### config.mk
export PLATFORM = sky130hd
export DESIGN_NAME = prox_led_and_ambient_config
export DESIGN_NICKNAME = d
export VERILOG_FILES = /design/src/common/prox_cfg_pkg.sv /design/src/hw/ambient_averager.sv /design/src/hw/prox_led_and_ambient_config.sv
export SDC_FILE = /design/constraint.sdc
export NUM_CORES = 1
export LEC_CHECK = 0
export BUFFER_PORTS_ARGS = -buffer_cell sky130_fd_sc_hd__buf_4
export CORE_MARGIN = 2
export CORE_UTILIZATION = 53
export CTS_BUF_LIST = sky130_fd_sc_hd__clkbuf_16
export CTS_CLUSTER_DIAMETER = 50
export CTS_CLUSTER_SIZE = 12
export DETAILED_ROUTE_END_ITERATION = 12
export GPL_TIMING_DRIVEN = 1
export PLACE_DENSITY = 0.7
export SLEW_MARGIN = 20
export SYNTH_ARGS = -nofsm -noshare
export SYNTH_HDL_FRONTEND = slang
export SYNTH_HIERARCHICAL = 1
export SYNTH_SLANG_ARGS = --single-unit
### constraint.sdc
create_clock -name clk -period 5.9 [get_ports clk]
set_input_delay 0.295 -clock clk [delete_from_list [all_inputs] [get_ports clk]]
set_output_delay 0.295 -clock clk [all_outputs]
set_load 0.1 [all_outputs]
### src/common/prox_cfg_pkg.sv
package prox_cfg_pkg;
  // Register map
  localparam logic [7:0] EMIT_CUR_ADDR = 8'h83;
  localparam logic [7:0] AMB_PARAM_ADDR = 8'h84;
  // Emitter current register layout
  localparam int CUR_FIELD_MSB = 5;
  localparam int REV_LSB = 6;
  localparam logic [5:0] CUR_RESET = 6'h02;
  localparam logic [4:0] CUR_MAX_CODE = 5'h14;
  localparam int CUR_STEP_MA = 10;
  // Ambient parameter register layout
  localparam int CONT_BIT = 7;
  localparam int RATE_LSB = 4;
  localparam int OFFS_BIT = 3;
  localparam int AVG_LSB = 0;
  localparam logic [7:0] AMB_RESET = 8'h0d;
  localparam logic [7:0] UNMAPPED_READ = 8'h00;
  // Averaging sample and accumulator widths (128 x 16-bit samples)
  localparam int SAMPLE_W = 16;
  localparam int SUM_W = 23;

  typedef enum logic [2:0] {
    AVG_IDLE = 3'b001,
    AVG_OFFSET = 3'b010,
    AVG_CONV = 3'b100
  } avg_state_e;
endpackage

### src/hw/ambient_averager.sv
module ambient_averager
  import prox_cfg_pkg::*;
(
  // Clock and reset
  input wire logic clk,
  input wire logic rstn,
  // Control
  input wire logic start,
  input wire logic offset_en,
  input wire logic [2:0] avg_code,
  // Converter samples
  input wire logic sample_valid,
  input wire logic [prox_cfg_pkg::SAMPLE_W-1:0] sample_data,
  // Status and result
  output logic conv_busy,
  output logic offset_phase,
  output logic result_valid,
  output logic [prox_cfg_pkg::SAMPLE_W-1:0] result
);
  import prox_cfg_pkg::*;

  typedef struct packed {
    avg_state_e st;
    logic [7:0] cnt;
    logic [SUM_W-1:0] sum;
    logic [SAMPLE_W-1:0] offs;
    logic [SAMPLE_W-1:0] res;
    logic done;
    logic busy;
    logic offs_ph;
  } avg_s;

  avg_s state_ff;
  avg_s nxt_state;
  logic [7:0] last_cnt;
  logic [SUM_W-1:0] acc;
  logic [SAMPLE_W-1:0] mean;

  ////////////////////////////////////////////////////////////////////////////
  always_comb
  begin
    nxt_state = state_ff;
    nxt_state.done = 1'b0;
    last_cnt = 8'((9'h001 << avg_code) - 9'h001);
    acc = state_ff.sum + SUM_W'(sample_data);
    mean = SAMPLE_W'(acc >> avg_code);
    unique case (state_ff.st)
      AVG_IDLE:
      begin
        if (start)
        begin
          nxt_state.cnt = 8'h00;
          nxt_state.sum = '0;
          nxt_state.offs = '0;
          // Dark offset is taken before each measurement when enabled
          nxt_state.st = offset_en ? AVG_OFFSET : AVG_CONV;
        end
      end
      AVG_OFFSET:
      begin
        if (sample_valid)
        begin
          nxt_state.offs = sample_data;
          nxt_state.st = AVG_CONV;
        end
      end
      AVG_CONV:
      begin
        if (sample_valid)
        begin
          nxt_state.sum = acc;
          nxt_state.cnt = state_ff.cnt + 8'h01;
          if (state_ff.cnt == last_cnt)
          begin
            // Clamp at zero so a noisy dark reading never wraps the result
            nxt_state.res = (mean > state_ff.offs) ? mean - state_ff.offs : '0;
            nxt_state.done = 1'b1;
            nxt_state.st = AVG_IDLE;
          end
        end
      end
      default: nxt_state.st = AVG_IDLE;
    endcase
    // Status kept as flops so the top-level outputs carry no decode logic
    nxt_state.busy = (nxt_state.st != AVG_IDLE);
    nxt_state.offs_ph = (nxt_state.st == AVG_OFFSET);
  end

  always_ff @(posedge clk or negedge rstn)
  begin
    if (!rstn)
      state_ff <= '{st: AVG_IDLE, cnt: 8'h00, sum: '0, offs: '0, res: '0, done: 1'b0,
                    busy: 1'b0, offs_ph: 1'b0};
    else
      state_ff <= nxt_state;
  end

  assign conv_busy = state_ff.busy;
  assign offset_phase = state_ff.offs_ph;
  assign result_valid = state_ff.done;
  assign result = state_ff.res;
endmodule // ambient_averager

### src/hw/prox_led_and_ambient_config.sv
module prox_led_and_ambient_config
  import prox_cfg_pkg::*;
(
  // Clock and reset
  input wire logic clk,
  input wire logic rstn,
  // Register access from the serial interface
  input wire logic [7:0] reg_addr,
  input wire logic reg_wr,
  input wire logic [7:0] reg_wdata,
  output logic [7:0] reg_rdata,
  // Fused calibration revision pins
  input wire logic [1:0] cal_rev_pins,
  // Sequencer side
  input wire logic single_ambient_request,
  input wire logic sample_valid,
  input wire logic [prox_cfg_pkg::SAMPLE_W-1:0] sample_data,
  // Emitter drive
  output logic [4:0] emitter_code,
  output logic [7:0] emitter_ma,
  // Ambient control and result
  output logic [2:0] ambient_rate_code,
  output logic ambient_busy,
  output logic ambient_offset_phase,
  output logic ambient_valid,
  output logic [prox_cfg_pkg::SAMPLE_W-1:0] ambient_result
);
  import prox_cfg_pkg::*;

  typedef struct packed {
    logic [5:0] cur;
    logic [7:0] amb;
    logic [1:0] rev_meta;
    logic [1:0] rev;
    logic [7:0] rdata;
    logic [4:0] code;
    logic [7:0] ma;
  } cfg_s;

  cfg_s state_ff;
  cfg_s nxt_state;
  logic meas_start;
  logic avg_busy;
  logic avg_offs;
  logic avg_done;
  logic [SAMPLE_W-1:0] avg_res;
  logic [4:0] clamped;

  ////////////////////////////////////////////////////////////////////////////
  always_comb
  begin
    nxt_state = state_ff;
    nxt_state.rev_meta = cal_rev_pins;
    nxt_state.rev = state_ff.rev_meta;
    if (reg_wr && reg_addr == EMIT_CUR_ADDR)
      nxt_state.cur = reg_wdata[CUR_FIELD_MSB:0];
    // Changing this while a conversion runs is the host's job to avoid
    if (reg_wr && reg_addr == AMB_PARAM_ADDR)
      nxt_state.amb = reg_wdata;
    // Out-of-range codes saturate rather than wrap to a low current
    if (state_ff.cur > 6'(CUR_MAX_CODE))
      clamped = CUR_MAX_CODE;
    else
      clamped = state_ff.cur[4:0];
    nxt_state.code = clamped;
    nxt_state.ma = 8'(clamped) * 8'(CUR_STEP_MA);
    unique case (reg_addr)
      EMIT_CUR_ADDR: nxt_state.rdata = {state_ff.rev, state_ff.cur};
      AMB_PARAM_ADDR: nxt_state.rdata = state_ff.amb;
      default: nxt_state.rdata = UNMAPPED_READ;
    endcase
  end

  always_ff @(posedge clk or negedge rstn)
  begin
    if (!rstn)
      state_ff <= '{cur: CUR_RESET, amb: AMB_RESET, rev_meta: 2'h0, rev: 2'h0,
                    rdata: 8'h00, code: CUR_RESET[4:0],
                    ma: 8'(CUR_RESET) * 8'(CUR_STEP_MA)};
    else
      state_ff <= nxt_state;
  end

  ////////////////////////////////////////////////////////////////////////////
  // Continuous mode restarts right after each result for back-to-back readings
  assign meas_start = !avg_busy &&
                      (single_ambient_request || (state_ff.amb[CONT_BIT] && avg_done));

  ambient_averager u_avg (
    .clk(clk),
    .rstn(rstn),
    .start(meas_start),
    .offset_en(state_ff.amb[OFFS_BIT]),
    .avg_code(state_ff.amb[AVG_LSB +: 3]),
    .sample_valid(sample_valid),
    .sample_data(sample_data),
    .conv_busy(avg_busy),
    .offset_phase(avg_offs),
    .result_valid(avg_done),
    .result(avg_res)
  );

  assign reg_rdata = state_ff.rdata;
  assign emitter_code = state_ff.code;
  assign emitter_ma = state_ff.ma;
  assign ambient_rate_code = state_ff.amb[RATE_LSB +: 3];
  assign ambient_busy = avg_busy;
  assign ambient_offset_phase = avg_offs;
  assign ambient_valid = avg_done;
  assign ambient_result = avg_res;
endmodule // prox_led_and_ambient_config

; ---- Word-level counts from Yosys, hierarchy flattened
; Index checks and enable logic that the tools add are counted.
; Widths: inputs -> output; s select.
[totals]
reg_bits = 107
word_cells = 61
[classes]
n_addsub = 4
multipliers = 1
n_lt_le_gt_ge = 2
eq_ne = 11
shift = 2
muxes = 15
n_reduce_logical = 11
[op_table]
columns = op, count
row1 = $pmux 31 s2, 1
row2 = $mux 50, 1
row3 = $mux 34, 1
row4 = $mux 16, 2
row5 = $pmux 16 s2, 1
row6 = $add 23x16->23, 1
row7 = $shr 23x3->16, 1
row8 = $eq 8x8->1 const B, 2
row9 = $gt 16x16->1, 1
row10 = $pmux 8 s2, 1
row11 = $sub 16x16->16, 1
row12 = $mux 3, 3
row13 = $pmux 3 s3, 1
row14 = $reduce_and 3->1, 3
row15 = $add 8x1->8 const B, 1
row16 = $eq 8x8->1, 1
row17 = $shl 1x3->8 const A, 1
row18 = $sub 8x1->8 const B, 1
row19 = $mul 5x3->7 const B, 1
row20 = $eq 3x2->1 const B, 2
row21 = $gt 6x5->1 const B, 1
row22 = $ne 2x2->1 const B, 3
row23 = $mux 5, 1
row24 = $logic_and 1x1->1, 4
row25 = 7 further kinds, 10

; ---- Longest topological paths before layout
; Gate-level depths: netlist (run 1).
[depth]
word_depth = 7
depth_mapped = 20
mapped_depth_nobuf = 20

; ---- Hierarchy
; Netlist (run 1), hierarchy kept.
[modules_own_cells]
columns = module, instances, cells_each, area_per_inst_um2
row1 = ambient_averager, 1, 651, 5597.9
row2 = prox_led_and_ambient_config, 1, 138, 1699.1

; ---- Worst setup path after synthesis (run 1)
; OpenSTA, ideal clock, no wires.
[synth_path]
path_type = register to register
from = register u_avg/state_ff[35] in the netlist's numbering
to = register u_avg.state_ff (netlist bit u_avg/result[5])
arrival_time_ns = 4.440
t_required_ns = 5.772
setup_slack_ns = 1.332
stages_incl_launch_ff = 17
period_less_slack_ns = 4.568
path_cell_list = dfrtp_1 -> ha_1 -> fa_1 -> a211oi_2 -> o211ai_2 -> a21boi_1 -> o21ai_0 -> xnor2_1 -> mux4_2 -> mux2_2 -> ha_1 -> nand3_1 -> or4_1 -> or3_1 -> o2111ai_1 -> buf_2 -> o21ai_0
[synth_between]
elab_chain_cells = 4
word_cells_on_any_way = 5
classes_between = 2 x add/sub / 1 x order compare / 1 x shift / 1 x mux
[synth_lines]
columns = item, line_no
row1 = start: declaration, ambient_averager.sv:33  ; avg_s state_ff;
row2 = start signal: assignment, ambient_averager.sv:92  ; state_ff <= '{st: AVG_IDLE, cnt: 8'h00, sum: '0, offs: '0, res: '0, done: 1'b0,
row3 = start signal: assignment, ambient_averager.sv:95  ; state_ff <= nxt_state;
row4 = $add 23x16->23 (*), ambient_averager.sv:45  ; acc = state_ff.sum + SUM_W'(sample_data);
row5 = $shr 23x3->16 (*), ambient_averager.sv:46  ; mean = SAMPLE_W'(acc >> avg_code);
row6 = $sub 16x16->16 or $gt 16x16->1 (tied branches), ambient_averager.sv:76  ; nxt_state.res = (mean > state_ff.offs) ? mean - state_ff.offs : '0;
row7 = $mux 16 (*), ambient_averager.sv:76
; Every way passes the cells marked *; elsewhere a longest branch is shown, timed or not.
; A chain may end at the register's enable or synchronous reset.

; ---- Worst setup path in the final report (run 1)
[layout_path]
from = register u_avg/state_ff[35] in the netlist's numbering
to = register u_avg.state_ff (netlist bit u_avg/result[10])
; Same word-level chain as after synthesis.

==> results.sh, run 1 <==
export IMPL_regArea_um2=2636
export IMPL_period_share_pct=88.11
export IMPL_syn_nets=868
export IMPL_cts_tree="done"
export IMPL_dr_pass1_iters=5
export IMPL_antenna_found_initial=0
export IMPL_synth_top_cell_area_share_pct=33.61
export IMPL_clk_latency_ps=360
export IMPL_ys_warn_count=6
export IMPL_slew_viol_final=0
export IMPL_n_fill_cell=1196
export IMPL_first_iter_violations=588
export IMPL_critPathLaunchType="flip-flop"
export IMPL_yosysTopAreaCell="dfrtp_1"
export IMPL_whs_ps=46.64
export IMPL_io_pins=82
export IMPL_end_kind="flip-flop"
export IMPL_wl_per_cell_um=17.69
export IMPL_overflow=0
export IMPL_status="finished clean"
export IMPL_async_flop_share_pct=100.0
export IMPL_multi_input_area_um2=4056
export IMPL_place_gp_congestion=0.9346
export IMPL_grt_pass1_wl_um=29040
export IMPL_top_usage_layer="met2"
export IMPL_root_buffer="clkbuf_16"
export IMPL_wirelength_um=17640
export IMPL_drtAntennaViolNets=0
export IMPL_use_met2_pct=39.08
export IMPL_core_area_um2=13350
export IMPL_syn_inst=789
export IMPL_drc=0
export IMPL_avgSynthCellArea_um2=9.248
export IMPL_max_cap_viol_count=0
export IMPL_fmax_mhz=192.4
export IMPL_min_path_type="in2reg"
export IMPL_synth_area_leaders="dfrtp_1, ha_1, nand2_1"
export IMPL_path_buf_inv=0
export IMPL_setup_viol=0
export IMPL_grt_pass1_vias=5631
export IMPL_grtUsageTotal_pct=25.05
export IMPL_cp_required_ps=6200
export IMPL_h_tree_depth=3
export IMPL_cts_made_buffers=9
export IMPL_grt_max_degree=80
export IMPL_post_dp_hpwl_um=13330
export IMPL_powerDensity_nw_per_um2=521.9
export IMPL_n_antenna_cell=0
export IMPL_crit_path_frequent_cell="ha_1"
export IMPL_ys_ff_latch=105
export IMPL_rsz0062_at_grt="no"
export IMPL_criticalPathCategory="reg2reg"
export IMPL_cp_slowest_cell="mux4_2"
export IMPL_crit_fanout=5
export IMPL_synth_edf_count=0
export IMPL_cp_cell_sequence="ha_1, fa_1, a211oi_2, o211ai_2, nand2_1, xor2_1, a21oi_1, mux4_2, ha_1, nor2b_1, o31a_1, o21ai_0, a21boi_0, o21a_1, o311ai_0, a21bo_2"
export IMPL_drive_above_1_share_pct=20.58
export IMPL_setup_tns_ps=0
export IMPL_finalHoldViolCount=0
export IMPL_path_clk_slew_ps=80
export IMPL_die_w_um=121.3
export IMPL_arrival_ps=5500
export IMPL_die_y_um=121.3
export IMPL_relSlewSlack_pct=38.36
export IMPL_synth_common_cells="dfrtp_1, nand2_1, o21ai_0"
export IMPL_synthFlopType="dfrtp_1"
export IMPL_period_minus_slack_ps=5198
export IMPL_met1_usage_pct=35.56
export IMPL_clock_sinks=105
export IMPL_numPortBuffers=80
export IMPL_cts_path_max_buffers=2
export IMPL_rows=42
export IMPL_vias=5997
export IMPL_num_nets_final=895
export IMPL_syn_to_final_growth_pct=10.08
export IMPL_skew_ps=10.33
export IMPL_grtUsageMet3_pct=2.820
export IMPL_p_leak_nw=3.681
export IMPL_die_area_um2=14720
export IMPL_critPathMaxStageDelay_ps=530
export IMPL_worst_pin_slew_ps=924.5
export IMPL_start_util_pct=54.67
export IMPL_synth_most_common_cell="dfrtp_1"
export IMPL_critPathTopFamily="compound AO/OA/AOI/OAI gates"
export IMPL_max_vdd_ir_drop_v=0.0002126
export IMPL_viasPerCell=6.015
export IMPL_ys_seq_area_share_pct=36.13
export IMPL_syn_cell_area_um2=7297
export IMPL_synth_distinct_cells=77
routing by layer:
layer  wire, µm  part of all wire (%)
met1       7915                    45
met3        904                   5.1
met2       8314                    47
met4        502                   2.8
met5          0                     0
repair_timing:
item	CTS	global route
gates resized for setup	0	1
hold buffers	1	0
endpoints found under the setup margin	0	5
endpoints found under the hold margin	24	0
buffers inserted	0	0
per-stage QoR:
stage	worst slack (ps)	cells	util, %	area [µm²]	power (mW)
detailed placement	394.5	980	57.76	7710	3.526
floorplan	1332	789	-	7297	3.001
global route	325.8	997	60.18	8033	4.470
global placement	661.2	980	57.76	7710	3.481
CTS	432.2	997	60.11	8023	4.162
finish	701.7	997	60.18	8033	4.192
where the power goes:
part / leakage [nW] / switching [mW] / internal [mW]
logic: 2.12 / 1.71 / 0.934
clock network: 0.150 / 0.294 / 0.334
registers: 1.41 / 0.0793 / 0.839
final cells by class:
type,count,area share [%]
clock buffers,9,2.804
clock inverters,7,0.9657
inverters,42,1.963
multi-input cells,571,50.50
flip-flops and latches,105,32.82
well taps,176,2.741
repair buffers,87,8.209
flip-flops by register name (all words and copies together) (netlist names):
signal / flops
reg_rdata: 8
u_avg/state_ff: 50
ambient_rate_code: 3
emitter_ma: 5
u_avg/result: 16
state_ff: 13
emitter_code: 5
u_avg/result_valid: 1
nxt_state: 2
u_avg/conv_busy: 1
u_avg/offset_phase: 1
worst reg2reg max path, delay by kind of cell (launching register included):
| kind | cells | cell delay [ps] |
|---|---|---|
| compound gates | 9 | 2580 |
| simple gates | 2 | 290 |
| mux | 1 | 530 |
| xor+xnor | 1 | 300 |
| flops | 1 | 390 |
| fa+ha+maj | 3 | 1050 |
logic make-up (layout without fill, tap and decap cells):
group | Yosys count | after routing | share of synthesized area (%)
simple gates | 228 | 228 | 15.14
compound gates | 209 | 209 | 18.78
buf+inv | 113 | 145 | 8.488
flops | 105 | 105 | 36.13
mux | 48 | 48 | 8.831
xor+xnor | 44 | 44 | 5.281
fa+ha+maj | 41 | 41 | 7.305
other cells | 1 | 1 | 0.05139
final timing paths:
kind | start | endpoint | depth (start not counted) | slack [ps]
max | u_avg/state_ff[35]$_DFFE_PN0P_ | u_avg/result[10]$_DFFE_PN0P_ | 16 | 700
min | cal_rev_pins[0] | nxt_state[21]$_DFF_PN0_ | 1 | 50
max reg2reg | u_avg/state_ff[35]$_DFFE_PN0P_ | u_avg/result[10]$_DFFE_PN0P_ | 16 | 700
min reg2reg | nxt_state[21]$_DFF_PN0_ | state_ff[21]$_DFF_PN0_ | 0 | 360
max in group asynchronous | rstn | u_avg/state_ff[23]$_DFFE_PN0P_ | 3 | 4510
min in group asynchronous | rstn | emitter_ma[3]$_DFF_PN0_ | 2 | 380
layout by cell type (no fill, tap or decap), types with 4 or more instances in the layout:
| cell type | count |
|---|---|
| dfrtp_1 | 98 |
| nand2_1 | 93 |
| buf_4 | 85 |
| o21ai_0 | 62 |
| nor2_1 | 44 |
| inv_1 | 41 |
| a21oi_1 | 40 |
| ha_1 | 37 |
| nand3_1 | 31 |
| xnor2_1 | 24 |
| xor2_1 | 20 |
| mux2i_1 | 19 |
| mux2_2 | 18 |
| nor3_1 | 10 |
| mux4_2 | 10 |
| a21o_1 | 10 |
| a22oi_1 | 9 |
| clkbuf_16 | 9 |
| o31ai_1 | 9 |
| o211ai_1 | 8 |
| and3_1 | 7 |
| nand2b_1 | 7 |
| dfstp_2 | 7 |
| o21a_1 | 7 |
| o21ai_1 | 7 |
| or2_2 | 5 |
| and2_1 | 5 |
| o22ai_1 | 5 |
| a211o_1 | 4 |
| nand4_1 | 4 |
| a31oi_1 | 4 |
| a211oi_1 | 4 |
| or3_1 | 4 |
Note: power is estimated with default switching activity, not from simulation.
==> inputs of run 2 (changes only) <==
Settings changed: REMOVE_ABC_BUFFERS from default to 1.
==> run 2 against run 1 <==
  * First-iteration DRC count decreased by 38%
  * Flip-flop and latch count unchanged
  * Clock power decreased by 9.6%
  * Cell count unchanged
  * Core utilization decreased by 0.16 points
  * Critical endpoint is now u_avg/result[6]$_DFFE_PN0P_
==> results.sh, run 2 (same netlist as run 1, synthesis figures left out) <==
export IMPL_grtUsageTotal_pct=23.79
export IMPL_path_clk_slew_ps=70
export IMPL_regArea_um2=2636
export IMPL_skew_ps=8.180
export IMPL_rows=42
export IMPL_cts_tree="done"
export IMPL_syn_to_final_growth_pct=9.791
export IMPL_overflow=0
export IMPL_period_minus_slack_ps=5109
export IMPL_n_fill_cell=1193
export IMPL_relSlewSlack_pct=34.75
export IMPL_setup_viol=0
export IMPL_p_leak_nw=3.668
export IMPL_antenna_found_initial=0
export IMPL_wl_per_cell_um=16.69
export IMPL_min_path_type="in2reg"
export IMPL_post_cts_buffers=0
export IMPL_n_antenna_cell=0
export IMPL_place_gp_congestion=0.8968
export IMPL_cp_cell_sequence="ha_1, fa_1, a211oi_2, o211ai_2, nand3_1, a21oi_2, nor2_1, xnor2_1, mux4_2, mux2_2, ha_1, and2_1, o21ai_0, o211ai_1, a21oi_1, o21ai_0, o2111ai_2, o21ai_0"
export IMPL_reg2reg_depth=18
export IMPL_crit_path_frequent_cell="o21ai_0"
export IMPL_hold_start="cal_rev_pins[0]"
export IMPL_r2r_slack_ps=790
export IMPL_hold_path_end="nxt_state[21]$_DFF_PN0_"
export IMPL_largest_reg_flops=50
export IMPL_layout_cells_most_common="dfrtp_1"
export IMPL_num_nets_final=895
export IMPL_critPathMaxStageDelay_ps=480
export IMPL_grt_pass1_wl_um=27740
export IMPL_min_path_cells=1
export IMPL_regMostFlops="u_avg/state_ff"
export IMPL_end_kind="flip-flop"
export IMPL_dr_pass1_iters=5
export IMPL_numPortBuffers=80
export IMPL_worst_pin_slew_ps=973.5
export IMPL_status="finished clean"
export IMPL_cts_path_max_buffers=2
export IMPL_start_util_pct=54.67
export IMPL_clk_latency_ps=360
export IMPL_core_area_um2=13350
export IMPL_drc=0
export IMPL_h_tree_depth=3
export IMPL_viasPerCell=5.805
export IMPL_vias=5788
export IMPL_die_w_um=121.3
export IMPL_period_share_pct=86.59
export IMPL_io_pins=82
export IMPL_multi_input_area_um2=4064
export IMPL_powerDensity_nw_per_um2=508.0
export IMPL_critPathLaunchType="flip-flop"
export IMPL_first_iter_violations=367
export IMPL_cp_required_ps=6120
export IMPL_setup_tns_ps=0
export IMPL_post_dp_hpwl_um=12800
export IMPL_cts_made_buffers=9
export IMPL_clock_sinks=105
export IMPL_die_area_um2=14720
export IMPL_arrival_ps=5330
export IMPL_cp_slowest_cell="mux4_2"
export IMPL_placed_area_um2=7717
export IMPL_critPathTopFamily="compound AO/OA/AOI/OAI gates"
export IMPL_crit_cells=18
export IMPL_r2r_start="u_avg/state_ff[35]$_DFFE_PN0P_"
export IMPL_drive_above_1_share_pct=20.71
export IMPL_max_vdd_ir_drop_v=0.0002492
export IMPL_die_y_um=121.3
export IMPL_wirelength_um=16640
export IMPL_max_cap_viol_count=0
export IMPL_criticalPathCategory="reg2reg"
export IMPL_crit_fanout=13
export IMPL_grt_pass1_vias=5669
export IMPL_rsz0062_at_grt="no"
export IMPL_drtAntennaViolNets=0
export IMPL_root_buffer="clkbuf_16"
export IMPL_path_buf_inv=0
export IMPL_rr_endpoint="u_avg/result[6]$_DFFE_PN0P_"
export IMPL_final_cell_mix="dfrtp_1, nand2_1, buf_4"
export IMPL_grt_max_degree=71
export IMPL_postLayoutCellArea_um2=8011
export IMPL_finalHoldViolCount=0
export IMPL_fmax_mhz=195.7
export IMPL_slew_viol_final=0
## run 2: changes by cell type in the layout (fill, tap and decap cells not counted)
cell	delta
buf_4	+1
bufinv_16	-1
clkinv_1	-1
clkinvlp_4	+1
inv_6	+1
a21oi_2	-1
clkinv_4	+1
clkinv_8	-1
a21oi_4	+1
buf_6	-1
## run 2: worst max-delay path by stage
| stage | startpoint | end | slack (ps) |
|---|---|---|---|
| 2_1_floorplan | u_avg/state_ff[35]$_DFFE_PN0P_ | u_avg/result[15]$_DFFE_PN0P_ | 1210 |
| 3_3_place_gp | sample_data[0] | u_avg/result[2]$_DFFE_PN0P_ | 690 |
| 3_5_place_dp | sample_data[0] | u_avg/result[6]$_DFFE_PN0P_ | 500 |
| 4_1_cts | u_avg/state_ff[35]$_DFFE_PN0P_ | u_avg/result[6]$_DFFE_PN0P_ | 510 |
| 5_1_grt | u_avg/state_ff[35]$_DFFE_PN0P_ | u_avg/result[6]$_DFFE_PN0P_ | 250 |
| 6_report | u_avg/state_ff[35]$_DFFE_PN0P_ | u_avg/result[6]$_DFFE_PN0P_ | 790 |
## run 2: per-stage QoR
stage                     utilization, %  hold slack, ps  power, mW  cells  worst slack [ps]
after global placement             57.76           271.5      3.435    980             690.5
after global routing               60.02           22.81      4.390    997             252.4
after detailed placement           57.82           278.5      3.475    980             497.1
after floorplan                        -         -0.5911      2.905    718              1213
final                              60.02           39.15      4.070    997             791.1
after CTS                          59.97           27.81      4.060    997             512.0
## run 2: repair_timing
item | CTS | global route
resized for setup | 0 | 1
hold buffers | 1 | 0
hold endpoints to repair | 33 | 0
setup endpoints to repair | 0 | 7
## run 2: final cells by class
cell class / count / area share [%]
Inverter: 42 / 1.968
Sequential cell: 105 / 32.91
Tap cell: 176 / 2.749
Clock inverter: 7 / 0.6559
Timing Repair Buffer: 87 / 8.184
Clock buffer: 9 / 2.811
Multi-Input combinational cell: 571 / 50.73
## run 2: report_power, final
group          leakage (nW)  internal [mW]  switching [mW]
Sequential             1.41          0.839          0.0834
Combinational          2.12          0.931            1.65
Clock                 0.137          0.290           0.278
Total                  3.67           2.06            2.01
## run 2: per-layer routing
layer	up-vias	track usage (%)	part of all wire [%]	wire length [µm]
li1	2825	-	-	-
met1	2771	31.81	45	7551
met2	169	39.96	48	7990
met3	23	2.867	4.8	801
met4	0	8.405	1.8	301
met5	-	0	0	0
